**config.mk**
```make
export PLATFORM = sky130hd
export DESIGN_NAME = rcac_autocal
export DESIGN_NICKNAME = d
export VERILOG_FILES = /design/src/rcac_pkg.sv /design/src/rcac_autocal.sv
export SDC_FILE = /design/constraint.sdc
export NUM_CORES = 1
export LEC_CHECK = 0
export BUFFER_PORTS_ARGS = -buffer_cell sky130_fd_sc_hd__buf_2
export CAP_MARGIN = 25
export CORE_ASPECT_RATIO = 2
export CORE_UTILIZATION = 34
export DETAILED_ROUTE_END_ITERATION = 8
export HOLD_SLACK_MARGIN = 0.08
export PLACE_DENSITY = 0.48
export SYNTH_ARGS = -nofsm -noshare
export SYNTH_HDL_FRONTEND = slang
export SYNTH_SLANG_ARGS = --single-unit
```
**constraint.sdc**
```tcl
create_clock -name clk_sys_i -period 6.8 [get_ports clk_sys_i]
set_input_delay 1.36 -clock clk_sys_i [delete_from_list [all_inputs] [get_ports clk_sys_i]]
set_output_delay 1.36 -clock clk_sys_i [all_outputs]
set_load 0.01 [all_outputs]
```
**src/rcac_pkg.sv**
```systemverilog
package rcac_pkg;
  // ==========================================================================
  // register map
  localparam logic [7:0] ADDR_CAL_UPPER = 8'h15;
  localparam logic [7:0] ADDR_CAL_LOWER = 8'h16;
  localparam logic [7:0] ADDR_OSC_CTRL = 8'h1C;
  localparam logic [7:0] ADDR_OSC_STAT = 8'h1D;
  localparam logic [7:0] ADDR_CFG_KEY = 8'h1F;
  localparam logic [7:0] ADDR_FILTER = 8'h26;
  // ==========================================================================
  // key and filter codes
  localparam logic [7:0] KEY_FILTER = 8'h9D;
  localparam logic [7:0] FILTER_ON = 8'hA0;
  localparam logic [7:0] FILTER_OFF = 8'h00;
  localparam logic [7:0] READ_ZERO = 8'h00;
  // ==========================================================================
  // field positions
  localparam int CTRL_OSCILLATOR_SELECT_BIT = 7;
  localparam int CTRL_ACAL_MSB = 6;
  localparam int CTRL_ACAL_LSB = 5;
  localparam int CTRL_BOS_BIT = 4;
  localparam int CTRL_CALIBRATION_FAILURE_IRQ_ENABLE_BIT = 0;
  localparam int STAT_ACTIVE_OSCILLATOR_STATUS_BIT = 4;
  localparam int STAT_ACF_BIT = 1;
  localparam int STAT_OF_BIT = 0;
  localparam int UPPER_RANGE_MSB = 7;
  localparam int UPPER_RANGE_LSB = 6;
  localparam int UPPER_OFS_MSB = 5;
  // ==========================================================================
  // interval codes and timing
  localparam logic [1:0] ACAL_OFF = 2'h0;
  localparam logic [1:0] ACAL_1024 = 2'h2;
  localparam logic [1:0] ACAL_512 = 2'h3;
  localparam logic [10:0] PERIOD_1024_S = 11'h400;
  localparam logic [10:0] PERIOD_512_S = 11'h200;
  localparam int CAL_ON_S = 50;
  localparam int RC_NOMINAL_HZ = 128;
  localparam logic [11:0] MEAS_RC_CYCLES = 12'h800;
  localparam int MEAS_S = 2048 / RC_NOMINAL_HZ;
  localparam logic [5:0] WARM_S = 6'(CAL_ON_S - MEAS_S);
  // 16 s of nominal crystal at 32768 Hz: one count equals one 2^-19 step
  localparam logic signed [22:0] XT_EXPECTED = 23'sh080000;
  localparam logic signed [22:0] ADJ_LIM_8 = 23'sh010000;
  localparam logic signed [22:0] ADJ_LIM_4 = 23'sh008000;
  localparam logic signed [22:0] ADJ_LIM_2 = 23'sh004000;
  localparam logic signed [22:0] ADJ_LIM_1 = 23'sh002000;
  // neutral power-up calibration
  localparam logic [1:0] RST_CAL_RANGE = 2'h0;
  localparam logic [13:0] RST_CAL_OFFSET = 14'h0000;
  // ==========================================================================
  // types
  typedef struct packed {
    logic oscillator_select;
    logic [1:0] acal;
    logic battery_switch_bit;
    logic calibration_failure_irq_enable;
  } rcac_ctrl_s;

  typedef struct packed {
    logic [1:0] range;
    logic [13:0] offset;
  } rcac_cal_s;

  typedef enum logic [1:0] {
    ST_IDLE = 2'b00,
    ST_WARM = 2'b01,
    ST_MEAS = 2'b11,
    ST_APPLY = 2'b10
  } rcac_state_e;
endpackage : rcac_pkg

```
**src/rcac_autocal.sv**
```systemverilog
`timescale 1ns/1ps
module rcac_autocal (
  input wire logic clk_sys_i, // system clock, 50 MHz
  input wire logic nrst_i, // async reset, active low
  input wire logic reg_wr_i, // register write strobe
  input wire logic reg_rd_i, // register read strobe
  input wire logic [7:0] reg_addr_i, // register address
  input wire logic [7:0] reg_wdata_i, // register write data
  output logic [7:0] reg_rdata_o, // registered read data
  input wire logic sec_tick_i, // one-cycle pulse per second
  input wire logic xt_clk_i, // crystal oscillator level, async
  input wire logic rc_clk_i, // raw RC oscillator 128 Hz level, async
  input wire logic vdd_ok_i, // main supply above switchover_threshold, async
  input wire logic xt_fail_i, // crystal failure detector, async
  output logic xt_enable_o, // crystal oscillator enable
  output logic rc_active_o, // clocks taken from RC oscillator
  output logic backup_supply_o, // power moved to backup_supply
  output logic rc_filter_pin_o, // rc_filter_pin filter enable
  output logic [1:0] cal_range_o, // rc_cal_range to divider chain
  output logic [13:0] cal_offset_o, // rc_cal_offset to divider chain
  output logic cal_busy_o, // calibration cycle in progress
  output logic irq_o // calibration failure interrupt
);
  // ==========================================================================
  // input synchronisers
  logic [3:0] sync_a;
  logic [3:0] sync_b;
  logic xt_prev;
  logic rc_prev;
  logic xt_rise;
  logic rc_rise;

  always_ff @(posedge clk_sys_i or negedge nrst_i) begin
    if (!nrst_i) begin
      sync_a <= 4'h0;
      sync_b <= 4'h0;
      xt_prev <= 1'b0;
      rc_prev <= 1'b0;
    end else begin
      sync_a <= {xt_fail_i, vdd_ok_i, rc_clk_i, xt_clk_i};
      sync_b <= sync_a;
      xt_prev <= sync_b[0];
      rc_prev <= sync_b[1];
    end
  end

  assign xt_rise = sync_b[0] & ~xt_prev;
  assign rc_rise = sync_b[1] & ~rc_prev;

  // ==========================================================================
  // range and offset mapping
  function automatic logic [16:0] map_adj(input logic signed [22:0] adj);
    logic signed [22:0] ofs;
    logic fail;
    logic [1:0] rng;
    ofs = adj;
    fail = 1'b0;
    rng = 2'h0;
    if (adj < -rcac_pkg::ADJ_LIM_8) begin
      fail = 1'b1;
    end else if (adj < -rcac_pkg::ADJ_LIM_4) begin
      rng = 2'h3;
      ofs = adj >>> 3;
    end else if (adj < -rcac_pkg::ADJ_LIM_2) begin
      rng = 2'h2;
      ofs = adj >>> 2;
    end else if (adj < -rcac_pkg::ADJ_LIM_1) begin
      rng = 2'h1;
      ofs = adj >>> 1;
    end else if (adj < rcac_pkg::ADJ_LIM_1) begin
      rng = 2'h0;
    end else if (adj < rcac_pkg::ADJ_LIM_2) begin
      rng = 2'h1;
      ofs = adj >>> 1;
    end else if (adj < rcac_pkg::ADJ_LIM_4) begin
      rng = 2'h2;
      ofs = adj >>> 2;
    end else if (adj < rcac_pkg::ADJ_LIM_8) begin
      rng = 2'h3;
      ofs = adj >>> 3;
    end else begin
      fail = 1'b1;
    end
    return {fail, rng, ofs[13:0]};
  endfunction : map_adj

  // ==========================================================================
  // state
  rcac_pkg::rcac_state_e state, next_state;
  rcac_pkg::rcac_ctrl_s ctrl, next_ctrl;
  rcac_pkg::rcac_cal_s cal, next_cal;
  logic acf, next_acf;
  logic of_flag, next_of_flag;
  logic key_armed, next_key_armed;
  logic filter_on, next_filter_on;
  logic rc_active, next_rc_active;
  logic backup, next_backup;
  logic xt_en, next_xt_en;
  logic [10:0] period_cnt, next_period_cnt;
  logic [5:0] warm_cnt, next_warm_cnt;
  logic [11:0] rc_cnt, next_rc_cnt;
  logic [21:0] xt_cnt, next_xt_cnt;
  logic [7:0] rdata, next_rdata;
  logic start;
  logic [10:0] period_len;
  logic [16:0] mapped;
  logic wr_ctrl;

  always_comb begin
    next_state = state;
    next_ctrl = ctrl;
    next_cal = cal;
    next_acf = acf;
    next_of_flag = of_flag;
    next_key_armed = key_armed;
    next_filter_on = filter_on;
    next_period_cnt = period_cnt;
    next_warm_cnt = warm_cnt;
    next_rc_cnt = rc_cnt;
    next_xt_cnt = xt_cnt;
    next_rdata = rdata;
    start = 1'b0;
    wr_ctrl = reg_wr_i && (reg_addr_i == rcac_pkg::ADDR_OSC_CTRL);
    mapped = map_adj($signed({1'b0, xt_cnt}) - rcac_pkg::XT_EXPECTED);

    // ------------------------------------------------------------------------
    // register writes
    if (reg_wr_i) begin
      next_key_armed = (reg_addr_i == rcac_pkg::ADDR_CFG_KEY) &&
                       (reg_wdata_i == rcac_pkg::KEY_FILTER);
      if (reg_addr_i == rcac_pkg::ADDR_CAL_UPPER) begin
        next_cal.range = reg_wdata_i[rcac_pkg::UPPER_RANGE_MSB:rcac_pkg::UPPER_RANGE_LSB];
        next_cal.offset[13:8] = reg_wdata_i[rcac_pkg::UPPER_OFS_MSB:0];
      end else if (reg_addr_i == rcac_pkg::ADDR_CAL_LOWER) begin
        next_cal.offset[7:0] = reg_wdata_i;
      end else if (wr_ctrl) begin
        next_ctrl.oscillator_select = reg_wdata_i[rcac_pkg::CTRL_OSCILLATOR_SELECT_BIT];
        next_ctrl.acal = reg_wdata_i[rcac_pkg::CTRL_ACAL_MSB:rcac_pkg::CTRL_ACAL_LSB];
        next_ctrl.battery_switch_bit = reg_wdata_i[rcac_pkg::CTRL_BOS_BIT];
        next_ctrl.calibration_failure_irq_enable = reg_wdata_i[rcac_pkg::CTRL_CALIBRATION_FAILURE_IRQ_ENABLE_BIT];
      end else if (reg_addr_i == rcac_pkg::ADDR_OSC_STAT) begin
        // flags clear by writing zero
        next_acf = acf & reg_wdata_i[rcac_pkg::STAT_ACF_BIT];
        next_of_flag = of_flag & reg_wdata_i[rcac_pkg::STAT_OF_BIT];
      end else if (reg_addr_i == rcac_pkg::ADDR_FILTER && key_armed) begin
        // only the enable code turns the filter on
        next_filter_on = (reg_wdata_i == rcac_pkg::FILTER_ON);
      end
    end

    // crystal failure detection, set wins over clear
    if (sync_b[3]) begin
      next_of_flag = 1'b1;
    end

    // ------------------------------------------------------------------------
    // interval timer
    period_len = (ctrl.acal == rcac_pkg::ACAL_512) ? rcac_pkg::PERIOD_512_S :
                 rcac_pkg::PERIOD_1024_S;
    // no periodic run for 00 or reserved 01
    if (ctrl.acal != rcac_pkg::ACAL_1024 && ctrl.acal != rcac_pkg::ACAL_512) begin
      next_period_cnt = 11'h000;
    end else if (sec_tick_i) begin
      if (period_cnt >= period_len - 11'h001) begin
        next_period_cnt = 11'h000;
        start = 1'b1;
      end else begin
        next_period_cnt = period_cnt + 11'h001;
      end
    end
    if (wr_ctrl && ctrl.acal == rcac_pkg::ACAL_OFF &&
        reg_wdata_i[rcac_pkg::CTRL_ACAL_MSB:rcac_pkg::CTRL_ACAL_LSB] != rcac_pkg::ACAL_OFF) begin
      start = 1'b1;
    end

    // ------------------------------------------------------------------------
    // calibration sequence
    case (state)
      rcac_pkg::ST_IDLE: begin
        if (start) begin
          next_state = rcac_pkg::ST_WARM;
          next_warm_cnt = 6'h00;
        end
      end
      rcac_pkg::ST_WARM: begin
        // warm-up plus window make the crystal on-time
        if (sec_tick_i) begin
          next_warm_cnt = warm_cnt + 6'h01;
          if (warm_cnt == rcac_pkg::WARM_S - 6'h01) begin
            next_state = rcac_pkg::ST_MEAS;
            next_rc_cnt = 12'h000;
            next_xt_cnt = 22'h000000;
          end
        end
      end
      rcac_pkg::ST_MEAS: begin
        // crystal cycles counted within an RC-timed window
        if (xt_rise) begin
          next_xt_cnt = xt_cnt + 22'h000001;
        end
        if (rc_rise) begin
          next_rc_cnt = rc_cnt + 12'h001;
          if (rc_cnt == rcac_pkg::MEAS_RC_CYCLES - 12'h001) begin
            next_state = rcac_pkg::ST_APPLY;
          end
        end
      end
      rcac_pkg::ST_APPLY: begin
        next_state = rcac_pkg::ST_IDLE;
        if (mapped[16]) begin
          next_acf = 1'b1;
        end else begin
          next_cal.range = mapped[15:14];
          next_cal.offset = mapped[13:0];
        end
      end
      default: begin
        next_state = rcac_pkg::ST_IDLE;
      end
    endcase
    // a failed crystal gives no usable reference
    if (state != rcac_pkg::ST_IDLE && state != rcac_pkg::ST_APPLY && of_flag) begin
      next_state = rcac_pkg::ST_IDLE;
    end
    if (acf) begin
      if (!(reg_wr_i && reg_addr_i == rcac_pkg::ADDR_OSC_STAT)) begin
        next_acf = 1'b1;
      end
    end

    // ------------------------------------------------------------------------
    // oscillator selection
    // supply loss with battery bit moves to backup and RC
    next_backup = ctrl.battery_switch_bit & ~sync_b[2];
    next_rc_active = rc_active;
    // change only at a second boundary
    if (sec_tick_i) begin
      // selection follows select bit and supply
      next_rc_active = ctrl.oscillator_select | (ctrl.battery_switch_bit & ~sync_b[2]);
    end
    // crystal runs when clocking or calibrating
    next_xt_en = ~next_rc_active | (next_state != rcac_pkg::ST_IDLE);

    // ------------------------------------------------------------------------
    // read data
    if (reg_rd_i) begin
      if (reg_addr_i == rcac_pkg::ADDR_CAL_UPPER) begin
        next_rdata = {cal.range, cal.offset[13:8]};
      end else if (reg_addr_i == rcac_pkg::ADDR_CAL_LOWER) begin
        next_rdata = cal.offset[7:0];
      end else if (reg_addr_i == rcac_pkg::ADDR_OSC_CTRL) begin
        next_rdata = {ctrl.oscillator_select, ctrl.acal, ctrl.battery_switch_bit, 3'h0, ctrl.calibration_failure_irq_enable};
      end else if (reg_addr_i == rcac_pkg::ADDR_OSC_STAT) begin
        next_rdata = {3'h0, rc_active, 2'h0, acf, of_flag};
      end else if (reg_addr_i == rcac_pkg::ADDR_FILTER) begin
        next_rdata = filter_on ? rcac_pkg::FILTER_ON : rcac_pkg::FILTER_OFF;
      end else begin
        next_rdata = rcac_pkg::READ_ZERO;
      end
    end
  end

  always_ff @(posedge clk_sys_i or negedge nrst_i) begin
    if (!nrst_i) begin
      state <= rcac_pkg::ST_IDLE;
      ctrl <= '0;
      cal <= {rcac_pkg::RST_CAL_RANGE, rcac_pkg::RST_CAL_OFFSET};
      acf <= 1'b0;
      of_flag <= 1'b0;
      key_armed <= 1'b0;
      filter_on <= 1'b0;
      rc_active <= 1'b0;
      backup <= 1'b0;
      xt_en <= 1'b1;
      period_cnt <= 11'h000;
      warm_cnt <= 6'h00;
      rc_cnt <= 12'h000;
      xt_cnt <= 22'h000000;
      rdata <= 8'h00;
    end else begin
      state <= next_state;
      ctrl <= next_ctrl;
      cal <= next_cal;
      acf <= next_acf;
      of_flag <= next_of_flag;
      key_armed <= next_key_armed;
      filter_on <= next_filter_on;
      rc_active <= next_rc_active;
      backup <= next_backup;
      xt_en <= next_xt_en;
      period_cnt <= next_period_cnt;
      warm_cnt <= next_warm_cnt;
      rc_cnt <= next_rc_cnt;
      xt_cnt <= next_xt_cnt;
      rdata <= next_rdata;
    end
  end

  // ==========================================================================
  // outputs
  assign reg_rdata_o = rdata;
  assign xt_enable_o = xt_en;
  assign rc_active_o = rc_active;
  assign backup_supply_o = backup;
  assign rc_filter_pin_o = filter_on;
  assign cal_range_o = cal.range;
  assign cal_offset_o = cal.offset;
  assign cal_busy_o = (state != rcac_pkg::ST_IDLE);
  assign irq_o = acf & ctrl.calibration_failure_irq_enable;
endmodule : rcac_autocal

```
==> flow_summary.json, run 1 <==
{
  "root_buffer": "clkbuf_16",
  "fp-row-count": 67,
  "gp_congestion": 0.862,
  "sw_frac_of_total": 0.246,
  "cts_sinks": 99,
  "finalCoreUtilization": 0.390,
  "grt_pass1_vias": 5015,
  "status": "finished, final reports clean",
  "arrival_ns": 3.57,
  "layout-drive-gt1-share": 0.149,
  "clk_pin_slew_ns": 0.07,
  "critPathKind": "in2reg",
  "skew_ns": 0.00924,
  "cap_violations": 0,
  "numCtsBuffers": 9,
  "reg2regPathDepth": 8,
  "leakagePower_nw": 2.86,
  "tightest_slew_ns": 0.969,
  "holdPathStages": 0,
  "path_max_fanout": 13,
  "synth_area_leaders": "dfrtp_1 42%, nand3_1 4.0%, nor2_1 3.9%, nand2_1 3.5%, mux2i_1 2.9%",
  "startpoint_type": "input pin",
  "die_h_um": 187,
  "power_frac_clock": 0.437,
  "ir_drop_mv": 0.0944,
  "design_area_um2": 6540,
  "wl_per_cell_um": 18.5,
  "antenna_cells": 0,
  "viasPerCell": 5.72,
  "cts_tree": "built",
  "crit_required_ns": 7.04,
  "ys_ff_latch": 99,
  "critPathCaptureType": "flop",
  "hold_path_class": "reg2reg",
  "postCtsHoldBufs": 0,
  "internal_power_mw": 0.922,
  "fin_crit_sh": 0.490,
  "p_comb_frac": 0.058,
  "yosys.area.top_type_share": 0.421,
  "finalHoldViolCount": 0,
  "synth_top_cells_by_count": "98 x dfrtp_1, 60 x nor2_1, 54 x nand2_1, 47 x nand3_1, 34 x clkbuf_1",
  "final_nets": 696,
  "start_util": 0.347,
  "syn_nets": 669,
  "max_stage_delay_ns": 0.59,
  "overflow": 0,
  "h-tree-depth": 3,
  "avgSynthCellArea_um2": 9.19,
  "placed_area_um2": 6210,
  "synth_edf_count": 0,
  "first_pass_iters": 5,
  "async_flop_share": 1.00,
  "cts_resized": 0,
  "seq_area_frac_synth": 0.426,
  "slew_violations": 0,
  "power.total_mw": 1.22,
  "die_w_um": 94.5,
  "yosys_warnings": 0,
  "synthDistinctLibCells": 70,
  "area_growth_pct": 12.4,
  "antenna_found_initial": 0,
  "synth_ff_type": "dfrtp_1",
  "syn-cell-area_um2": 5820,
  "cp_common_cell": "mux2i_1",
  "drcViolationCount": 0,
  "dp.final_hpwl_mm": 12.0,
  "yosysMostFrequentCell": "dfrtp_1",
  "clock_latency_ns": 0.36,
  "antenna_left": 0,
  "rsz0062_at_grt": "no",
  "grt.total_usage": 0.194,
  "tns_ns": 0,
  "postSynthCellCount": 633,
  "power_density_nw_per_um2": 187,
  "cts_buffer_depth": 2,
  "path_cells": "buf_2 > or4b_4 > nor4_4 > nand2_1 > mux2i_1 > mux2i_1 > a211o_1",
  "slew_headroom": 0.352,
  "power_switching_mw": 0.301,
  "grt_pass1_wl_mm": 26.6,
  "grt_start_max_net_pins": 68,
  "portBuffers": 54,
  "placed_cells": 855,
  "seqPwrFrac": 0.504,
  "crit_slowest_cell": "or4b_4",
  "vias": 4988,
  "yosysTopAreaCell": "dfrtp_1",
  "ios": 55,
  "fmax_mhz": 300,
  "finalSetupViolations": 0,
  "coreArea_um2": 16800,
  "fillers": 1708,
  "initialDrtViolationCount": 267,
  "fin_crit_ns": 3.33,
  "wirelength_mm": 16.1,
  "instances_no_fill": 872,
  "fp.dieArea_um2": 17700,
  "postCtsSetupBuffers": 0
}
==> layer usage <==
| metal | GRT usage | wire length (um) |
|---|---|---|
| met5 | 0 | 0 |
| met4 | 0.127 | 845 |
| met3 | 0.0248 | 434 |
| met2 | 0.343 | 8690 |
| met1 | 0.210 | 6120 |
==> power groups by stage <==
stage          Sequential (mW)  Clock [mW]  Combinational [mW]
6_report                 0.617       0.535              0.0713
5_1_grt                  0.619       0.577              0.0806
4_1_cts                  0.617       0.555              0.0730
3_5_place_dp             0.629           0              0.0728
3_3_place_gp             0.628           0              0.0716
2_1_floorplan            0.629           0              0.0282
==> flip-flops by register name, summed over array words and instances (netlist names), 2 cells and up <==
signal / count
xt_cnt: 22
cal_offset_o: 14
rc_cnt: 12
period_cnt: 11
reg_rdata_o: 8
warm_cnt: 6
ctrl: 5
sync_a: 4
sync_b: 4
cal_range_o: 2
state: 2
==> logic make-up after synthesis <==
family	after synthesis	share of synthesized area
AOI/OAI and AO/OA	137	0.178
xor gates and xnor gates	31	0.0479
adders and majority gates	11	0.0237
buffers and inverters	63	0.0439
DFF	99	0.426
muxes	24	0.0428
and+or+nand+nor	268	0.238
==> final timing paths <==
path / startpoint / endpoint / slack (ns)
setup / recovery: reg_addr_i[5] / cal_offset_o[11] / 3.47
hold / removal: sync_a[1] / sync_b[1] / 0.35
setup reg to reg: xt_cnt[19] / cal_offset_o[8] / 3.61
hold reg to reg: sync_a[1] / sync_b[1] / 0.35
max in group asynchronous: nrst_i / xt_cnt[13] / 4.62
min in group asynchronous: nrst_i / period_cnt[8] / 0.94
==> area by class of cell <==
| class | count | area, um^2 | share of cell area |
|---|---|---|---|
| timing repair buffer | 61 | 345 | 0.0528 |
| clock inverter | 7 | 81.3 | 0.0124 |
| sequential | 99 | 2480 | 0.379 |
| multi-input combinational | 471 | 3090 | 0.472 |
| tap | 207 | 259 | 0.0396 |
| clock buffer | 9 | 225 | 0.0344 |
| inverter | 18 | 67.6 | 0.0103 |
==> stage by stage <==
| step | hold slack (ns) | setup slack, ns |
|---|---|---|
| 5_1_grt | 0.364 | 3.28 |
| 6_report | 0.350 | 3.47 |
| 3_3_place_gp | 0.334 | 3.18 |
| 2_1_floorplan | 0.331 | 3.82 |
| 4_1_cts | 0.353 | 3.46 |
| 3_5_place_dp | 0.336 | 3.09 |
==> worst max-delay path: cells and delay by family <==
family          cells  cell delay, ns
simple gates        3            1.53
buf+inv             1            0.10
compound gates      1            0.23
mux                 2            0.35
==> cells in the final DEF, fill, tap and decap left out, types with 16 or more instances in the layout <==
cell type and instances:
dfrtp_1 98, mux2i_1 17, a21oi_1 18, nor3_1 22
nand2_1 54, nor2_1 60, and3_1 16, xor2_1 17
buf_2 53, o21ai_0 24, inv_1 18, nand3_1 47
Power figures use the tool's default switching activity.
==> inputs of run 2 (changes only) <==
ABC_AREA = 1   (was not set)
PLACE_DENSITY = 0.47   (was 0.48)
clock period = 3.45 ns   (was 6.8 ns; I/O delays follow)
==> run 2 against run 1 <==
Effect of this change: first-iteration DRC count grew 55%; area after synthesis grew 6.4%; combinational power rose to 7.3 times the previous value; synthesized cell count increased by 33%.
==> flow_summary.json, run 2 <==
{
  "synth_ff_type": "dfrtp_1",
  "fp.dieArea_um2": 18800,
  "numCtsBuffers": 9,
  "start_util": 0.348,
  "slew_headroom": 0.505,
  "critPathKind": "reg2reg",
  "tightest_slew_ns": 0.736,
  "yosys_warnings": 0,
  "vias": 5729,
  "h-tree-depth": 3,
  "crit_required_ns": 3.73,
  "power_frac_clock": 0.363,
  "drcViolationCount": 0,
  "die_w_um": 97.4,
  "fin_crit_sh": 0.777,
  "path_cells": "inv_1 > ha_1 > inv_1 > nand2_1 > nand2_1 > nor3b_2 > nand2_1 > o21ai_2 > buf_4 > nand2_1 > clkinv_1 > nand2_1 > nand2_1 > nand2_1 > a21boi_1",
  "syn-cell-area_um2": 6190,
  "power_switching_mw": 0.993,
  "cts_resized": 0,
  "largest_register": "xt_cnt",
  "ios": 55,
  "skew_ns": 0.00683,
  "critPathCaptureType": "flop",
  "timing.rr.end": "cal_offset_o[5]",
  "initialDrtViolationCount": 415,
  "max_stage_delay_ns": 0.44,
  "yosysTopAreaCell": "dfrtp_1",
  "path_max_fanout": 22,
  "grt.total_usage": 0.207,
  "antenna_left": 0,
  "fin_crit_ns": 2.68,
  "synth_edf_count": 0,
  "r2r_start": "xt_cnt[19]",
  "overflow": 0,
  "fillers": 1906,
  "placed_cells": 1081,
  "cts_tree": "built",
  "portBuffers": 54,
  "rrSetupSlack_ns": 0.77,
  "placed_area_um2": 6660,
  "postSynthCellCount": 839,
  "design_area_um2": 6980,
  "fp-row-count": 69,
  "startpoint_type": "flop",
  "clk_pin_slew_ns": 0.07,
  "grt_pass1_wl_mm": 30.1,
  "finalHoldViolCount": 0,
  "hold_path_class": "in2async",
  "final_nets": 915,
  "syn_nets": 875,
  "async_flop_share": 1.00,
  "root_buffer": "clkbuf_16",
  "grt_start_max_net_pins": 59,
  "synth_top_cells_by_count": "206 x nand2_1, 110 x inv_1, 98 x dfrtp_1, 69 x nand3_1",
  "seq_area_frac_synth": 0.400,
  "coreArea_um2": 17800,
  "clock_latency_ns": 0.36,
  "layout_common_cells": "206 x nand2_1, 110 x inv_1, 98 x dfrtp_1",
  "layout-drive-gt1-share": 0.133,
  "ys_ff_latch": 99,
  "dp.final_hpwl_mm": 14.3,
  "finalSetupViolations": 0,
  "wirelength_mm": 18.6,
  "antenna_cells": 0,
  "cp_common_cell": "nand2_1",
  "fmax_mhz": 373,
  "tns_ns": 0,
  "synth_area_leaders": "dfrtp_1 40%, nand2_1 12%, inv_1 6.7%, nand3_1 5.6%, a21oi_1 4.3%",
  "cts_sinks": 99,
  "postCtsHoldBufs": 0,
  "ir_drop_mv": 0.291,
  "yosys.area.top_type_share": 0.396,
  "power.total_mw": 3.04,
  "gp_congestion": 0.888,
  "p_comb_frac": 0.170,
  "grt_pass1_vias": 5852,
  "rsz0062_at_grt": "no",
  "final_common_cell": "nand2_1",
  "power_density_nw_per_um2": 435,
  "arrival_ns": 2.96,
  "seqPwrFrac": 0.467,
  "antenna_found_initial": 0,
  "area_growth_pct": 12.7,
  "avgSynthCellArea_um2": 7.38,
  "hold_ws_ns": 0.313,
  "yosysMostFrequentCell": "nand2_1",
  "postCtsSetupBuffers": 0,
  "largest_reg_flops": 22,
  "sw_frac_of_total": 0.327,
  "status": "finished, final reports clean",
  "internal_power_mw": 2.05,
  "instances_no_fill": 1097,
  "slew_violations": 0,
  "wl_per_cell_um": 16.9,
  "cap_violations": 0,
  "crit_slowest_cell": "dfrtp_1",
  "viasPerCell": 5.22,
  "synthDistinctLibCells": 53,
  "first_pass_iters": 5,
  "die_h_um": 193,
  "leakagePower_nw": 3.48,
  "cts_buffer_depth": 2,
  "reg2regPathDepth": 15
}
-- run 2: cell types whose count changed after synthesis, moves of 15 or more --
cell | previous run | this run
and3_1 | 16 | 1
a21oi_1 | 18 | 53
nand3_1 | 47 | 69
mux2i_1 | 17 | 1
clkbuf_1 | 34 | 18
nand2_1 | 54 | 206
inv_1 | 18 | 110
o21ai_0 | 24 | 42
-- run 2: metrics by stage --
stage,setup WS (ns),utilization
after CTS,0.745,0.393
after detailed placement,0.770,0.374
after global routing,0.466,0.393
after floorplan,1.33,-
after global placement,0.863,0.374
final,0.771,0.393
-- run 2: area by class of cell --
| type | instances | area, um^2 | area share |
|---|---|---|---|
| clock inverters | 6 | 83.8 | 0.0120 |
| clock buffers | 10 | 239 | 0.0342 |
| repair buffers | 62 | 345 | 0.0495 |
| flip-flops and latches | 99 | 2480 | 0.355 |
| multi-input cells | 590 | 3130 | 0.448 |
| well taps | 213 | 267 | 0.0382 |
| inverters | 117 | 442 | 0.0633 |
-- run 2: logic make-up (layout without fill, tap and decap cells) --
logic type | count (synthesis) | count (layout) | share of synthesized area
AND/OR/NAND/NOR | 404 | 404 | 0.306
AO/OA/AOI/OAI | 159 | 159 | 0.154
buffers and inverters | 150 | 195 | 0.0950
flip-flops | 99 | 99 | 0.400
XOR/XNOR | 15 | 15 | 0.0212
adder cells (fa/ha/maj) | 11 | 11 | 0.0222
multiplexers | 1 | 1 | 0.00162
-- run 2: worst max-delay path by stage --
stage | startpoint | end | slack [ns] | cells past startpoint
after global routing | xt_cnt[19] | cal_offset_o[10] | 0.47 | 15
after floorplan | xt_cnt[19] | cal_offset_o[11] | 1.33 | 17
after global placement | xt_cnt[19] | cal_offset_o[5] | 0.86 | 15
final | xt_cnt[19] | cal_offset_o[5] | 0.77 | 15
after CTS | xt_cnt[19] | cal_offset_o[5] | 0.75 | 15
after detailed placement | xt_cnt[19] | cal_offset_o[5] | 0.77 | 15
-- run 2: power groups by stage --
| stage | logic (mW) | clock network [mW] | registers, mW |
|---|---|---|---|
| finish | 0.517 | 1.10 | 1.42 |
| detailed placement | 0.519 | 0 | 1.44 |
| floorplan | 0.379 | 0 | 1.37 |
| global route | 0.585 | 1.18 | 1.44 |
| global placement | 0.516 | 0 | 1.44 |
| CTS | 0.526 | 1.14 | 1.42 |
-- run 2: routing by layer --
metal | vias to the layer above | GRT usage | routed length (um)
met1 | 2682 | 0.207 | 6880
met5 | - | 0 | 0
li1 | 2845 | - | -
met2 | 153 | 0.392 | 9980
met3 | 49 | 0.0333 | 590
met4 | 0 | 0.130 | 1110
-- run 2: worst max-delay path, delay by kind of cell (launching register included) --
kind / cells / cell delay [ns]
buffers and inverters: 4 / 0.74
AOI/OAI and AO/OA: 2 / 0.28
DFF: 1 / 0.44
adders and majority gates: 1 / 0.21
and+or+nand+nor: 8 / 0.92
